**config.mk**
```make
export PLATFORM = sky130hd
export DESIGN_NAME = period_match_timer8
export DESIGN_NICKNAME = d
export VERILOG_FILES = /design/src/rtl/period_match_timer8_pkg.sv /design/src/rtl/scaler_if.sv /design/src/rtl/clock_prescaler.sv /design/src/rtl/period_match_timer8.sv
export SDC_FILE = /design/constraint.sdc
export NUM_CORES = 1
export LEC_CHECK = 0
export ABC_AREA = 1
export BUFFER_PORTS_ARGS = -buffer_cell sky130_fd_sc_hd__buf_2
export CORE_ASPECT_RATIO = 1.4
export CORE_MARGIN = 1
export CORE_UTILIZATION = 50
export DETAILED_ROUTE_END_ITERATION = 8
export PLACE_DENSITY = 0.77
export SYNTH_ARGS = -nofsm -noshare
export SYNTH_HDL_FRONTEND = slang
export SYNTH_SLANG_ARGS = --single-unit
```
**constraint.sdc**
```tcl
create_clock -name aclk -period 5.95 [get_ports aclk]
set_clock_uncertainty 0.05 [all_clocks]
set_input_delay 1.4875 -clock aclk [delete_from_list [all_inputs] [get_ports aclk]]
set_output_delay 1.4875 -clock aclk [all_outputs]
set_load 0.01 [all_outputs]
```
**src/rtl/period_match_timer8_pkg.sv**
```systemverilog
package period_match_timer8_pkg;
  localparam logic [7:0] CONTROL_OFFSET   = 8'h00;
  localparam logic [7:0] COUNT_OFFSET     = 8'h04;
  localparam logic [7:0] PERIOD_OFFSET    = 8'h08;
  localparam logic [7:0] FLAG_OFFSET      = 8'h0C;
  localparam logic [7:0] ENABLE_OFFSET    = 8'h10;
  localparam logic [7:0] CONTROL_RESET    = 8'h00;
  localparam logic [7:0] COUNT_RESET      = 8'h00;
  localparam logic [7:0] PERIOD_RESET     = 8'hFF;
  localparam int         CKPS_LSB         = 0;
  localparam int         RUN_BIT          = 2;
  localparam int         OUTPS_LSB        = 3;
  localparam int         QUARTER_DIV      = 4;
  localparam int         FLAG_BIT         = 0;
  localparam logic [1:0] RESP_OKAY        = 2'b00;
  localparam logic [1:0] RESP_SLVERR      = 2'b10;
  localparam logic [7:0] CONTROL_WMASK    = 8'h7F;
endpackage

```
**src/rtl/scaler_if.sv**
```systemverilog
`timescale 1ns/1ps
`default_nettype none
interface scaler_if;
  logic       tick;
  logic       clear;
  logic [1:0] ckps;
  logic       run;
  logic       pre_tick;
  modport ctrl (output tick, output clear, output ckps, output run, input pre_tick);
  modport unit (input tick, input clear, input ckps, input run, output pre_tick);
endinterface
`default_nettype wire
```
**src/rtl/clock_prescaler.sv**
```systemverilog
`timescale 1ns/1ps
`default_nettype none
module clock_prescaler
  import period_match_timer8_pkg::*;
(
  input  wire logic aclk,
  input  wire logic aresetn,
  scaler_if.unit    sc
);
  logic [5:0] cnt;
  logic [5:0] next_cnt;
  logic [5:0] limit;

  always_comb begin
    unique case (sc.ckps)
      2'b00: limit = 6'h00;
      2'b01: limit = 6'h03;
      2'b10: limit = 6'h0F;
      2'b11: limit = 6'h3F;
    endcase
    next_cnt    = cnt;
    sc.pre_tick = 1'b0;
    if (sc.clear) begin
      next_cnt = 6'h00;
    end else if (sc.tick && sc.run) begin
      if (cnt >= limit) begin
        next_cnt    = 6'h00;
        sc.pre_tick = 1'b1;
      end else begin
        next_cnt = cnt + 6'h01;
      end
    end
  end

  always_ff @(posedge aclk) begin
    if (!aresetn) begin
      cnt <= 6'h00;
    end else begin
      cnt <= next_cnt;
    end
  end

  a_pre_cleared: assert property (@(posedge aclk) disable iff (!aresetn)
    sc.clear |=> cnt == 6'h00)
    else $error("prescaler not cleared");
endmodule
`default_nettype wire

```
**src/rtl/period_match_timer8.sv**
```systemverilog
`timescale 1ns/1ps
`default_nettype none
// Notes on behaviour
// - count clock is instruction clock, aclk/4
// - prescale codes divide by 1,4,16,64
// - compare count with period each prescaled tick
// - match pulses output, count zero next tick
// - postscaler ratio is select plus one
// - postscaler terminal count sets sticky flag
// - interrupt only while enable bit set
// - reset clears count, period to all ones
// - count/control writes and reset clear scalers
// - control write keeps the count
// - count and period freely readable, writable
// - unscaled match pulse goes to pwm
// - timer output offered as spi clock
// - sleep freezes counting, registers kept
// - period is period value plus one
module period_match_timer8
  import period_match_timer8_pkg::*;
(
  input  wire logic        aclk,
  input  wire logic        aresetn,
  input  wire logic [7:0]  s_axi_awaddr,
  input  wire logic        s_axi_awvalid,
  output logic             s_axi_awready,
  input  wire logic [31:0] s_axi_wdata,
  input  wire logic [3:0]  s_axi_wstrb,
  input  wire logic        s_axi_wvalid,
  output logic             s_axi_wready,
  output logic [1:0]       s_axi_bresp,
  output logic             s_axi_bvalid,
  input  wire logic        s_axi_bready,
  input  wire logic [7:0]  s_axi_araddr,
  input  wire logic        s_axi_arvalid,
  output logic             s_axi_arready,
  output logic [31:0]      s_axi_rdata,
  output logic [1:0]       s_axi_rresp,
  output logic             s_axi_rvalid,
  input  wire logic        s_axi_rready,
  input  wire logic        sleep,
  output logic             match_pulse,
  output logic             pwm_time_base,
  output logic             spi_shift_clock,
  output logic             irq
);
  logic [7:0] timer_count;
  logic [7:0] next_timer_count;
  logic [7:0] period_value;
  logic [7:0] next_period_value;
  logic [7:0] timer_control;
  logic [7:0] next_timer_control;
  logic [3:0] post_cnt;
  logic [3:0] next_post_cnt;
  logic       match_interrupt_flag;
  logic       next_match_interrupt_flag;
  logic       match_interrupt_enable;
  logic       next_match_interrupt_enable;
  logic [1:0] quarter;
  logic [1:0] next_quarter;

  logic       aw_held;
  logic       next_aw_held;
  logic [7:0] aw_addr;
  logic [7:0] next_aw_addr;
  logic       w_held;
  logic       next_w_held;
  logic [7:0] w_data;
  logic [7:0] next_w_data;
  logic       w_lane;
  logic       next_w_lane;
  logic       bvalid;
  logic       next_bvalid;
  logic [1:0] bresp;
  logic [1:0] next_bresp;
  logic       rvalid;
  logic       next_rvalid;
  logic [31:0] rdata;
  logic [31:0] next_rdata;
  logic [1:0] rresp;
  logic [1:0] next_rresp;

  logic       wr_fire;
  logic       wr_count;
  logic       wr_control;
  logic       wr_period;
  logic       wr_flag;
  logic       wr_enable;
  logic       post_done;
  logic       cmp_equal;

  scaler_if sc ();

  function automatic logic mapped(input logic [7:0] a);
    mapped = (a == CONTROL_OFFSET) || (a == COUNT_OFFSET) || (a == PERIOD_OFFSET)
          || (a == FLAG_OFFSET) || (a == ENABLE_OFFSET);
  endfunction

  clock_prescaler u_pre (
    .aclk    (aclk),
    .aresetn (aresetn),
    .sc      (sc.unit)
  );

  // bus: address and data latched independently, response once both are held
  assign s_axi_awready = !aw_held && !bvalid;
  assign s_axi_wready  = !w_held && !bvalid;
  assign s_axi_bvalid  = bvalid;
  assign s_axi_bresp   = bresp;
  assign s_axi_arready = !rvalid;
  assign s_axi_rvalid  = rvalid;
  assign s_axi_rdata   = rdata;
  assign s_axi_rresp   = rresp;

  assign wr_fire    = aw_held && w_held && !bvalid;
  assign wr_count   = wr_fire && w_lane && aw_addr == COUNT_OFFSET;
  assign wr_control = wr_fire && w_lane && aw_addr == CONTROL_OFFSET;
  assign wr_period  = wr_fire && w_lane && aw_addr == PERIOD_OFFSET;
  assign wr_flag    = wr_fire && w_lane && aw_addr == FLAG_OFFSET;
  assign wr_enable  = wr_fire && w_lane && aw_addr == ENABLE_OFFSET;

  // quarter-rate tick stands for the instruction clock; frozen during sleep
  always_comb begin
    next_quarter = quarter;
    sc.tick      = 1'b0;
    if (!sleep) begin
      if (quarter == 2'(QUARTER_DIV - 1)) begin
        next_quarter = 2'b00;
        sc.tick      = 1'b1;
      end else begin
        next_quarter = quarter + 2'b01;
      end
    end
  end

  assign sc.clear = wr_count || wr_control;
  assign sc.ckps  = timer_control[CKPS_LSB +: 2];
  assign sc.run   = timer_control[RUN_BIT];

  assign cmp_equal = timer_count == period_value;

  always_comb begin
    next_timer_count = timer_count;
    if (wr_count) begin
      next_timer_count = w_data;
    end else if (sc.pre_tick) begin
      // count sits at the period for one full tick, then wraps on the next
      next_timer_count = cmp_equal ? COUNT_RESET : timer_count + 8'h01;
    end
  end

  // output pulse lasts one aclk at the tick where the match was seen
  assign match_pulse     = sc.pre_tick && cmp_equal;
  assign pwm_time_base   = match_pulse;
  assign spi_shift_clock = match_pulse;

  assign post_done = match_pulse && post_cnt == timer_control[OUTPS_LSB +: 4];

  always_comb begin
    next_post_cnt = post_cnt;
    if (sc.clear) begin
      next_post_cnt = 4'h0;
    end else if (match_pulse) begin
      next_post_cnt = post_done ? 4'h0 : post_cnt + 4'h1;
    end
  end

  always_comb begin
    next_timer_control          = timer_control;
    next_period_value           = period_value;
    next_match_interrupt_flag   = match_interrupt_flag;
    next_match_interrupt_enable = match_interrupt_enable;
    if (wr_control) begin
      next_timer_control = w_data & CONTROL_WMASK;
    end
    if (wr_period) begin
      next_period_value = w_data;
    end
    if (wr_enable) begin
      next_match_interrupt_enable = w_data[FLAG_BIT];
    end
    if (wr_flag && w_data[FLAG_BIT]) begin
      next_match_interrupt_flag = 1'b0;
    end
    // set wins over a simultaneous clear
    if (post_done) begin
      next_match_interrupt_flag = 1'b1;
    end
  end

  assign irq = match_interrupt_flag && match_interrupt_enable;

  always_comb begin
    next_aw_held = aw_held;
    next_aw_addr = aw_addr;
    next_w_held  = w_held;
    next_w_data  = w_data;
    next_w_lane  = w_lane;
    next_bvalid  = bvalid;
    next_bresp   = bresp;
    if (s_axi_awvalid && s_axi_awready) begin
      next_aw_held = 1'b1;
      next_aw_addr = s_axi_awaddr;
    end
    if (s_axi_wvalid && s_axi_wready) begin
      next_w_held = 1'b1;
      next_w_data = s_axi_wdata[7:0];
      next_w_lane = s_axi_wstrb[0];
    end
    if (wr_fire) begin
      next_aw_held = 1'b0;
      next_w_held  = 1'b0;
      next_bvalid  = 1'b1;
      next_bresp   = mapped(aw_addr) ? RESP_OKAY : RESP_SLVERR;
    end else if (bvalid && s_axi_bready) begin
      next_bvalid = 1'b0;
    end
  end

  always_comb begin
    next_rvalid = rvalid;
    next_rdata  = rdata;
    next_rresp  = rresp;
    if (s_axi_arvalid && s_axi_arready) begin
      next_rvalid = 1'b1;
      next_rresp  = mapped(s_axi_araddr) ? RESP_OKAY : RESP_SLVERR;
      unique case (s_axi_araddr)
        CONTROL_OFFSET: next_rdata = {24'h000000, timer_control};
        COUNT_OFFSET:   next_rdata = {24'h000000, timer_count};
        PERIOD_OFFSET:  next_rdata = {24'h000000, period_value};
        FLAG_OFFSET:    next_rdata = {31'h00000000, match_interrupt_flag};
        ENABLE_OFFSET:  next_rdata = {31'h00000000, match_interrupt_enable};
        default:        next_rdata = 32'h00000000;
      endcase
    end else if (rvalid && s_axi_rready) begin
      next_rvalid = 1'b0;
    end
  end

  always_ff @(posedge aclk) begin
    if (!aresetn) begin
      timer_count            <= COUNT_RESET;
      period_value           <= PERIOD_RESET;
      timer_control          <= CONTROL_RESET;
      post_cnt               <= 4'h0;
      match_interrupt_flag   <= 1'b0;
      match_interrupt_enable <= 1'b0;
      quarter                <= 2'b00;
      aw_held                <= 1'b0;
      aw_addr                <= 8'h00;
      w_held                 <= 1'b0;
      w_data                 <= 8'h00;
      w_lane                 <= 1'b0;
      bvalid                 <= 1'b0;
      bresp                  <= RESP_OKAY;
      rvalid                 <= 1'b0;
      rdata                  <= 32'h00000000;
      rresp                  <= RESP_OKAY;
    end else begin
      timer_count            <= next_timer_count;
      period_value           <= next_period_value;
      timer_control          <= next_timer_control;
      post_cnt               <= next_post_cnt;
      match_interrupt_flag   <= next_match_interrupt_flag;
      match_interrupt_enable <= next_match_interrupt_enable;
      quarter                <= next_quarter;
      aw_held                <= next_aw_held;
      aw_addr                <= next_aw_addr;
      w_held                 <= next_w_held;
      w_data                 <= next_w_data;
      w_lane                 <= next_w_lane;
      bvalid                 <= next_bvalid;
      bresp                  <= next_bresp;
      rvalid                 <= next_rvalid;
      rdata                  <= next_rdata;
      rresp                  <= next_rresp;
    end
  end

  a_match_reload: assert property (@(posedge aclk) disable iff (!aresetn)
    match_pulse && !wr_count |=> timer_count == 8'h00)
    else $error("count not reloaded after match");
  a_count_step: assert property (@(posedge aclk) disable iff (!aresetn)
    sc.pre_tick && !wr_count && !cmp_equal |=> timer_count == $past(timer_count) + 8'h01)
    else $error("count did not step");
  a_flag_set: assert property (@(posedge aclk) disable iff (!aresetn)
    post_done |=> match_interrupt_flag)
    else $error("flag not set");
  a_irq_gate: assert property (@(posedge aclk) disable iff (!aresetn)
    $rose(irq) |-> $past(post_done) || $past(wr_enable))
    else $error("irq rose without set or enable");
  a_sleep_hold: assert property (@(posedge aclk) disable iff (!aresetn)
    sleep && !wr_count && $past(sleep) |=> $stable(timer_count))
    else $error("count moved in sleep");
  a_ctrl_keeps: assert property (@(posedge aclk) disable iff (!aresetn)
    wr_control |=> $stable(timer_count))
    else $error("control write disturbed count");
  a_run_hold: assert property (@(posedge aclk) disable iff (!aresetn)
    !sc.run && !wr_count |=> $stable(timer_count))
    else $error("count moved while stopped");
  a_tick_rate: assert property (@(posedge aclk) disable iff (!aresetn)
    sc.tick |=> !sc.tick [*3])
    else $error("instruction tick too fast");
  a_post_one: assert property (@(posedge aclk) disable iff (!aresetn)
    match_pulse && timer_control[OUTPS_LSB +: 4] == 4'h0 |-> post_done)
    else $error("1:1 postscale missed");

  c_match: cover property (@(posedge aclk) disable iff (!aresetn) match_pulse);
  c_irq: cover property (@(posedge aclk) disable iff (!aresetn) irq);
  c_set_clear: cover property (@(posedge aclk) disable iff (!aresetn) post_done && wr_flag);
  c_sleep: cover property (@(posedge aclk) disable iff (!aresetn) sleep && sc.run);
endmodule
`default_nettype wire

```
==> After elaboration in Yosys (flattened, before gate mapping) <==
Index checks and enable logic that the tools add are counted.
{ "totals": {"mem_count": 0, "elab_cells": 101, "output_inout_bits": 45, "reg_bits": 94, "inputBits": 60, "romBits": 0, "latch_bits": 0, "ram_bits": 0} }
{ "op_classes": {"n_eq_ne": 14, "reduce_logical": 42, "addsub": 4, "bitwise_logic": 1, "n_shift": 0, "n_mul": 0, "magnitude_cmp": 1, "muxes": 21, "div_mod_pow": 0} }
{ "op_table": {"columns": ["operator", "n"], "rows": [
  ["$pmux W8 S5", 1],
  ["$eq A8 B4 Y1 const B", 4],
  ["$mux W8", 3],
  ["$pmux W6 S4", 1],
  ["$logic_and A1 B1 Y1", 20],
  ["$eq A8 B3 Y1 const B", 2],
  ["$eq A8 B5 Y1 const B", 2],
  ["$logic_not A8 Y1", 2],
  ["$mux W1", 11],
  ["$logic_or A1 B1 Y1", 9],
  ["$add A8 B1 Y8 const B", 1],
  ["$eq A8 B8 Y1", 1],
  ["$reduce_bool A2 Y1", 4],
  ["$add A6 B1 Y6 const B", 1],
  ["$eq A2 B2 Y1 const B", 3],
  ["$ge A6 B6 Y1", 1],
  ["$mux W2", 3],
  ["$mux W6", 1],
  ["$add A4 B1 Y4 const B", 1],
  ["$eq A4 B4 Y1", 1],
  ["$logic_not A1 Y1", 4],
  ["$mux W4", 1],
  ["$reduce_or A2 Y1", 2],
  ["$add A2 B1 Y2 const B", 1],
  ["3 further kinds", 3]
]} }

==> Depth between registers and ports, before layout <==
Gate-level depths: netlist of run 1.
{ "logic_depth": {"ltp_word": 9, "mapped_depth": 15} }

==> Hierarchy <==
Synthesis of run 1 repeated with hierarchy kept, for this count alone.
{ "unflattened": {"cells_unflattened": 592, "area_unflattened_um2": 4003.8} }
{ "modules_own_cells": {"columns": ["module", "cells_each", "area_per_inst_um2", "n_inst"], "rows": [
  ["period_match_timer8", 527, 3560.9, 1],
  ["clock_prescaler", 65, 442.9, 1]
]} }

==> Worst setup path before layout of run 1 <==
Ideal clock, no wire load.
{ "synth_timing": {"path_kind": "input port to output port", "startpoint": "input sleep", "endpoint": "output pwm_time_base", "path_stages": 8, "slack_ps": 1974, "arrival_time_ps": 2438, "path_cell_list": "inv_1 > nand3_2 > inv_1 > nand2_1 > nor2_4 > nand2_2 > inv_1 > buf_4"} }
{ "synth_via": {"elab_chain_cells": 5} }
{ "synth_lines": {"columns": ["item", "line_no", "text"], "rows": [
  ["start: declaration", "period_match_timer8.sv:41", "input wire logic sleep,"],
  ["$mux W1", "period_match_timer8.sv:126", "if (!sleep) begin"],
  ["$logic_and A1 B1 Y1", "clock_prescaler.sv:25", "end else if (sc.tick && sc.run) begin"],
  ["$mux W1", "clock_prescaler.sv:25", null],
  ["$mux W1", "clock_prescaler.sv:23", "if (sc.clear) begin"],
  ["$logic_and A1 B1 Y1", "period_match_timer8.sv:153", "assign match_pulse = sc.pre_tick && cmp_equal;"],
  ["end: declaration", "period_match_timer8.sv:43", "output logic pwm_time_base,"]
]} }
No other way between the ends.

==> Worst setup path in the final report of run 1 <==
{ "layout_timing": {"startpoint": "input sleep", "endpoint": "output match_pulse"} }
{ "layout_via": {"elab_chain_cells": 5} }
{ "layout_lines": {"columns": ["item", "line_no", "text"], "rows": [
  ["$mux W1", "period_match_timer8.sv:126", null],
  ["$logic_and A1 B1 Y1", "clock_prescaler.sv:25", null],
  ["$mux W1", "clock_prescaler.sv:25", null],
  ["$mux W1", "clock_prescaler.sv:23", null],
  ["$logic_and A1 B1 Y1", "period_match_timer8.sv:153", null],
  ["end: declaration", "period_match_timer8.sv:42", "output logic match_pulse,"]
]} }
No other way between the ends.

==> results.cfg, run 1 <==
[status]
status = complete, no violations

[place]
post-dp-hpwl_mm = 6.38
dpl_worst_slack_ns = 1.74
portBuffers = 51
gp_congestion = 0.878

[cells_and_area]
drive_gt1_frac = 0.159
final_nets = 663
final_cell_mix = nand2_1, dfxtp_1, inv_1, a21oi_1, buf_2
fillers = 702
syn_to_final_growth_pct = 9.52
final_util = 0.568
diodes = 0
final_common_cell = nand2_1

[power_and_ir_drop]
power.density_nw_per_um2 = 219
switchingPower_w = 0.000235
power.leakage_nw = 2.05
seq_power_share = 0.524
p_sw_frac = 0.255
comb_power_share = 0.102
ir_drop_v = 0.000184
p_clk_frac = 0.374
p_total_w = 0.000921
internal_power_w = 0.000686

[clock_network]
cts_tree = built
cts_inserted_buffers = 9
ctsResizeCount = 0
numClockSinks = 68
cts-root-buf = clkbuf_8
ctsHoldBuffers = 0
h-tree-depth = 3
cts_setup_buffers = 0
cts_max_path_buffers = 2
clkLatencyLatePin_ns = 0.34
clk_pin_slew_ns = 0.07

[timing]
drv_slew = 0
rsz0062_at_grt = no
fin_tns_setup_ns = 0
worstMarginPinSlew_ns = 0.773
holdWs_ns = 0.412
layout_setup_ws_ns = 1.73
setup_viol = 0
hold_viol_final = 0
min_period_ns = 4.22
slew_headroom = 0.484
max_freq_mhz = 237
final.period_utilization = 0.709

[yosys]
synth_top_area_share = 0.355
synth.largest_area_cell = dfxtp_1
ys_seq_area_frac = 0.355
syn-cell-area_um2 = 3840
synthCells = 549
ys_warn_count = 0
syn_area_per_cell_um2 = 6.99
synth-seq-cells = 68
synth_cell_type_count = 34
synthTopCellsByArea = dfxtp_1, nand2_1, a21oi_1

[die]
std_cell_rows = 37
core-area_um2 = 7410
fp.dieW_um = 76.1
fp.dieH_um = 106
start_util = 0.518
boundaryPins = 105
die-area_um2 = 8040

[critical_path]
cp-start-kind = input port
r2r_end = timer_count[4]$_SDFFE_PN0P_
required_ns = 4.41
critPathKind = input port to output pin
critical_path_arrival_ns = 2.68
rr_startpoint = timer_control[0]$_SDFFE_PN0P_
r2r_slack_ns = 3.83
worstRegToRegCells = 10
cp_max_fo = 7
critPathCaptureType = output pin

[global_routing]
grt_max_degree = 40
antenna_found_initial = 0
grt.total_usage = 0.217
grt_pass1_wl_mm = 14.0
grt_pass1_vias = 3098
overflow = 0

[run]
drv_cap = 0

[worst_hold_path]
holdPathEnd = s_axi_rdata[4]$_SDFFE_PN0P_
hp-start = s_axi_rdata[4]$_SDFFE_PN0P_
hp-class = flip-flop to flip-flop
hold_depth = 2

[detailed_routing]
drt_iter0_markers = 217
via_count = 3474
avgRoutedWirePerCell_um = 11.9
route.detailed.drc = 0
vias_per_cell = 5.00
antenna_left = 0
wl_mm = 8.27
firstDrtPassIters = 5
==> power groups by stage <==
stage | logic, W | registers [W] | clock network (W)
2_1_floorplan | 0.0000770 | 0.000491 | 0
3_3_place_gp | 0.0000912 | 0.000492 | 0
3_5_place_dp | 0.0000933 | 0.000492 | 0
4_1_cts | 0.0000936 | 0.000482 | 0.000352
5_1_grt | 0.000106 | 0.000484 | 0.000369
6_report | 0.0000939 | 0.000483 | 0.000344
==> synth_stat cells (all sizes together) <==
| cell type | number |
|---|---|
| conb | 1 |
| inv | 67 |
| xor2 | 7 |
| nor2 | 47 |
| clkinv | 1 |
| clkbuf | 8 |
| a21oi | 53 |
| nand4 | 10 |
| nand2 | 140 |
| ha | 10 |
| nand3b | 1 |
| nor3 | 8 |
| a32o | 1 |
| o211ai | 7 |
| o21a | 1 |
| nand3 | 42 |
| buf | 35 |
| xnor2 | 7 |
| dfxtp | 68 |
| nor3b | 3 |
| o21ai | 32 |
==> cell families after synthesis <==
| family | after synthesis | synth area share |
|---|---|---|
| flops | 68 | 0.355 |
| other cells | 1 | 0.000977 |
| buf+inv | 111 | 0.141 |
| compound gates | 94 | 0.130 |
| xor+xnor | 14 | 0.0319 |
| fa+ha+maj | 10 | 0.0326 |
| simple gates | 251 | 0.308 |
==> per-layer routing <==
metal	GRT usage	wire, µm	part of all wire	vias to the layer above
li1	-	-	-	1807
met4	0.0989	191	0.023	0
met1	0.249	3510	0.42	1569
met5	0	0	0	-
met3	0.0286	348	0.042	11
met2	0.395	4220	0.51	87
==> sequential cells by signal, indices dropped and copies added, names as in the netlist, 2 cells and up <==
name,flops
timer_count,8
w_data,8
timer_control,7
quarter,2
u_pre.cnt,6
aw_addr,8
post_cnt,4
s_axi_rdata,8
period_value,8
==> critical path: stages <==
cell and delay [ns]:
buf_2 0.12, inv_1 0.08, nand3_2 0.15, inv_1 0.19
nand2_1 0.16, nor2_4 0.16, nand2_2 0.11, inv_1 0.09
buf_2 0.13
==> area by class of cell <==
cell class,instances,area (µm²),share of cell area
clock buffer,15,176,0.0420
clock inverter,1,5.00,0.00119
inverter,68,256,0.0610
multi-input combinational,395,2030,0.482
sequential,68,1360,0.324
tap,97,121,0.0289
timing repair buffer,51,255,0.0607
==> through the flow <==
step / std cells / instance area [µm²]
floorplan: 574 / 3930
global placement: 679 / 4020
detailed placement: 679 / 4020
CTS: 695 / 4200
global route: 695 / 4200
finish: 695 / 4200
==> worst max-delay path by stage <==
stage / depth (start not counted) / startpoint / end
floorplan: 8 / sleep / pwm_time_base
global placement: 9 / sleep / pwm_time_base
detailed placement: 9 / sleep / match_pulse
CTS: 9 / sleep / match_pulse
global route: 9 / sleep / spi_shift_clock
finish: 9 / sleep / match_pulse
Power figures use the tool's default switching activity.
==> run 2, diff against run 1 <==
==> constraint.sdc (replaced) <==
create_clock -name aclk -period 4.3 [get_ports aclk]
set_clock_uncertainty 0.05 [all_clocks]
set_input_delay 1.075 -clock aclk [delete_from_list [all_inputs] [get_ports aclk]]
set_output_delay 1.075 -clock aclk [all_outputs]
set_load 0.01 [all_outputs]
==> results.cfg, run 2 (synthesis results as in run 1) <==
[timing]
rsz0062_at_grt = no
final.period_utilization = 0.784
worstMarginPinSlew_ns = 0.797
slew_headroom = 0.468
setup_viol = 0
layout_setup_ws_ns = 0.928
fin_tns_setup_ns = 0
holdWs_ns = 0.415
hold_viol_final = 0
drv_slew = 0
min_period_ns = 3.37
max_freq_mhz = 297

[power_and_ir_drop]
switchingPower_w = 0.000340
power.leakage_nw = 2.06
seq_power_share = 0.515
comb_power_share = 0.101
p_clk_frac = 0.383
internal_power_w = 0.000956
p_sw_frac = 0.262
ir_drop_v = 0.000267
power.density_nw_per_um2 = 308

[die]
std_cell_rows = 37
fp.dieH_um = 106
core-area_um2 = 7410
start_util = 0.518
boundaryPins = 105
die-area_um2 = 8040
fp.dieW_um = 76.1

[critical_path]
crit_top_cell = inv_1
critPathKind = input port to output pin
cp_max_fo = 7
critPathCaptureType = output pin
crit_chain = buf_2, inv_1, nand3_2, inv_1, nand2_1, nor2_4, nand2_2, inv_1, buf_2
cp-start-kind = input port
cpMaxStageDelayCell = inv_1
critical_path_arrival_ns = 2.25
cp_top_family = buffers and inverters
critPathBufInv = 5
startpoint = sleep
required_ns = 3.17
cpPeakStageDelay_ns = 0.19
rr_startpoint = timer_control[0]$_SDFFE_PN0P_

[cells_and_area]
drive_gt1_frac = 0.164
final_util = 0.569
final_nets = 664
final_common_cell = nand2_1
final_cell_mix = nand2_1, dfxtp_1, inv_1, a21oi_1, buf_2
syn_to_final_growth_pct = 9.75
postLayoutCellArea_um2 = 4210
diodes = 0

[global_routing]
overflow = 0
antenna_found_initial = 0
grt.total_usage = 0.219
grt_pass1_vias = 3071
grt_pass1_wl_mm = 14.0
grt_max_degree = 40

[detailed_routing]
vias_per_cell = 5.03
antenna_left = 0
wl_mm = 8.44
firstDrtPassIters = 5
avgRoutedWirePerCell_um = 12.1
route.detailed.drc = 0
via_count = 3500
drt_iter0_markers = 189

[clock_network]
cts-root-buf = clkbuf_8
cts_setup_buffers = 0
numClockSinks = 68
cts_max_path_buffers = 2
cts_tree = built
ctsHoldBuffers = 0
ctsResizeCount = 0
clk_pin_slew_ns = 0.07
cts_inserted_buffers = 9
h-tree-depth = 3
clkLatencyLatePin_ns = 0.34

[place]
post-dp-hpwl_mm = 6.41
post_dp_cell_area_um2 = 4030
gp_congestion = 0.873
dpl_worst_slack_ns = 0.913
portBuffers = 51

[worst_hold_path]
hp-start = s_axi_rdata[1]$_SDFFE_PN0P_
hp-class = flip-flop to flip-flop

[status]
status = complete, no violations

[run]
drv_cap = 0
-- run 2: changes by cell type in the layout (fill, tap and decap cells not counted) --
cell,before,now
buf_4,0,1
clkinv_2,2,6
clkbuf_1,3,1
bufinv_16,0,1
clkbuf_8,12,9
-- run 2: worst paths after layout --
path / end / slack [ns] / cells past startpoint
hold / removal: s_axi_rdata[1]$_SDFFE_PN0P_ / 0.42 / 2
setup reg to reg: timer_count[5]$_SDFFE_PN0P_ / 2.22 / 13
setup / recovery: spi_shift_clock / 0.93 / 9
hold reg to reg: s_axi_rdata[1]$_SDFFE_PN0P_ / 0.42 / 2
-- run 2: worst register-to-register path, cell delays in order (launching register included) --
cell,delay [ns]
dfxtp_1,0.37
nor2_1,0.17
inv_1,0.06
ha_1,0.27
inv_1,0.03
nand2_1,0.04
nand2_1,0.05
nand2_1,0.05
nand2_1,0.06
nand2_1,0.12
nand2_1,0.14
o21ai_2,0.34
nand2_1,0.10
a21oi_1,0.15
-- run 2: per-layer routing --
metal  vias to the layer above  routed length, µm  GRT usage
met5                         -                  0          0
met2                       103               4430      0.403
met4                         0                219     0.0975
li1                       1801                  -          -
met3                        16                355     0.0338
met1                      1580               3430      0.247
-- run 2: cell type report --
class                           instances  area (µm²)
Inverter                               68         256
Sequential cell                        68        1360
Timing Repair Buffer                   52         263
Clock inverter                          6        55.1
Fill cell                             714        3190
Clock buffer                           10         128
Multi-Input combinational cell        395        2030
Tap cell                               97         121
-- run 2: power groups by stage --
stage          clock network, W  logic [W]  registers [W]
2_1_floorplan                 0   0.000107       0.000679
3_3_place_gp                  0   0.000127       0.000681
3_5_place_dp                  0   0.000131       0.000681
4_1_cts                0.000505   0.000132       0.000667
5_1_grt                0.000531   0.000148       0.000670
6_report               0.000497   0.000131       0.000668
-- run 2: per-stage QoR --
step / total power (W) / cells
finish: 0.00130 / 696
global route: 0.00135 / 696
CTS: 0.00130 / 696
detailed placement: 0.000812 / 680
global placement: 0.000808 / 680
floorplan: 0.000786 / 574
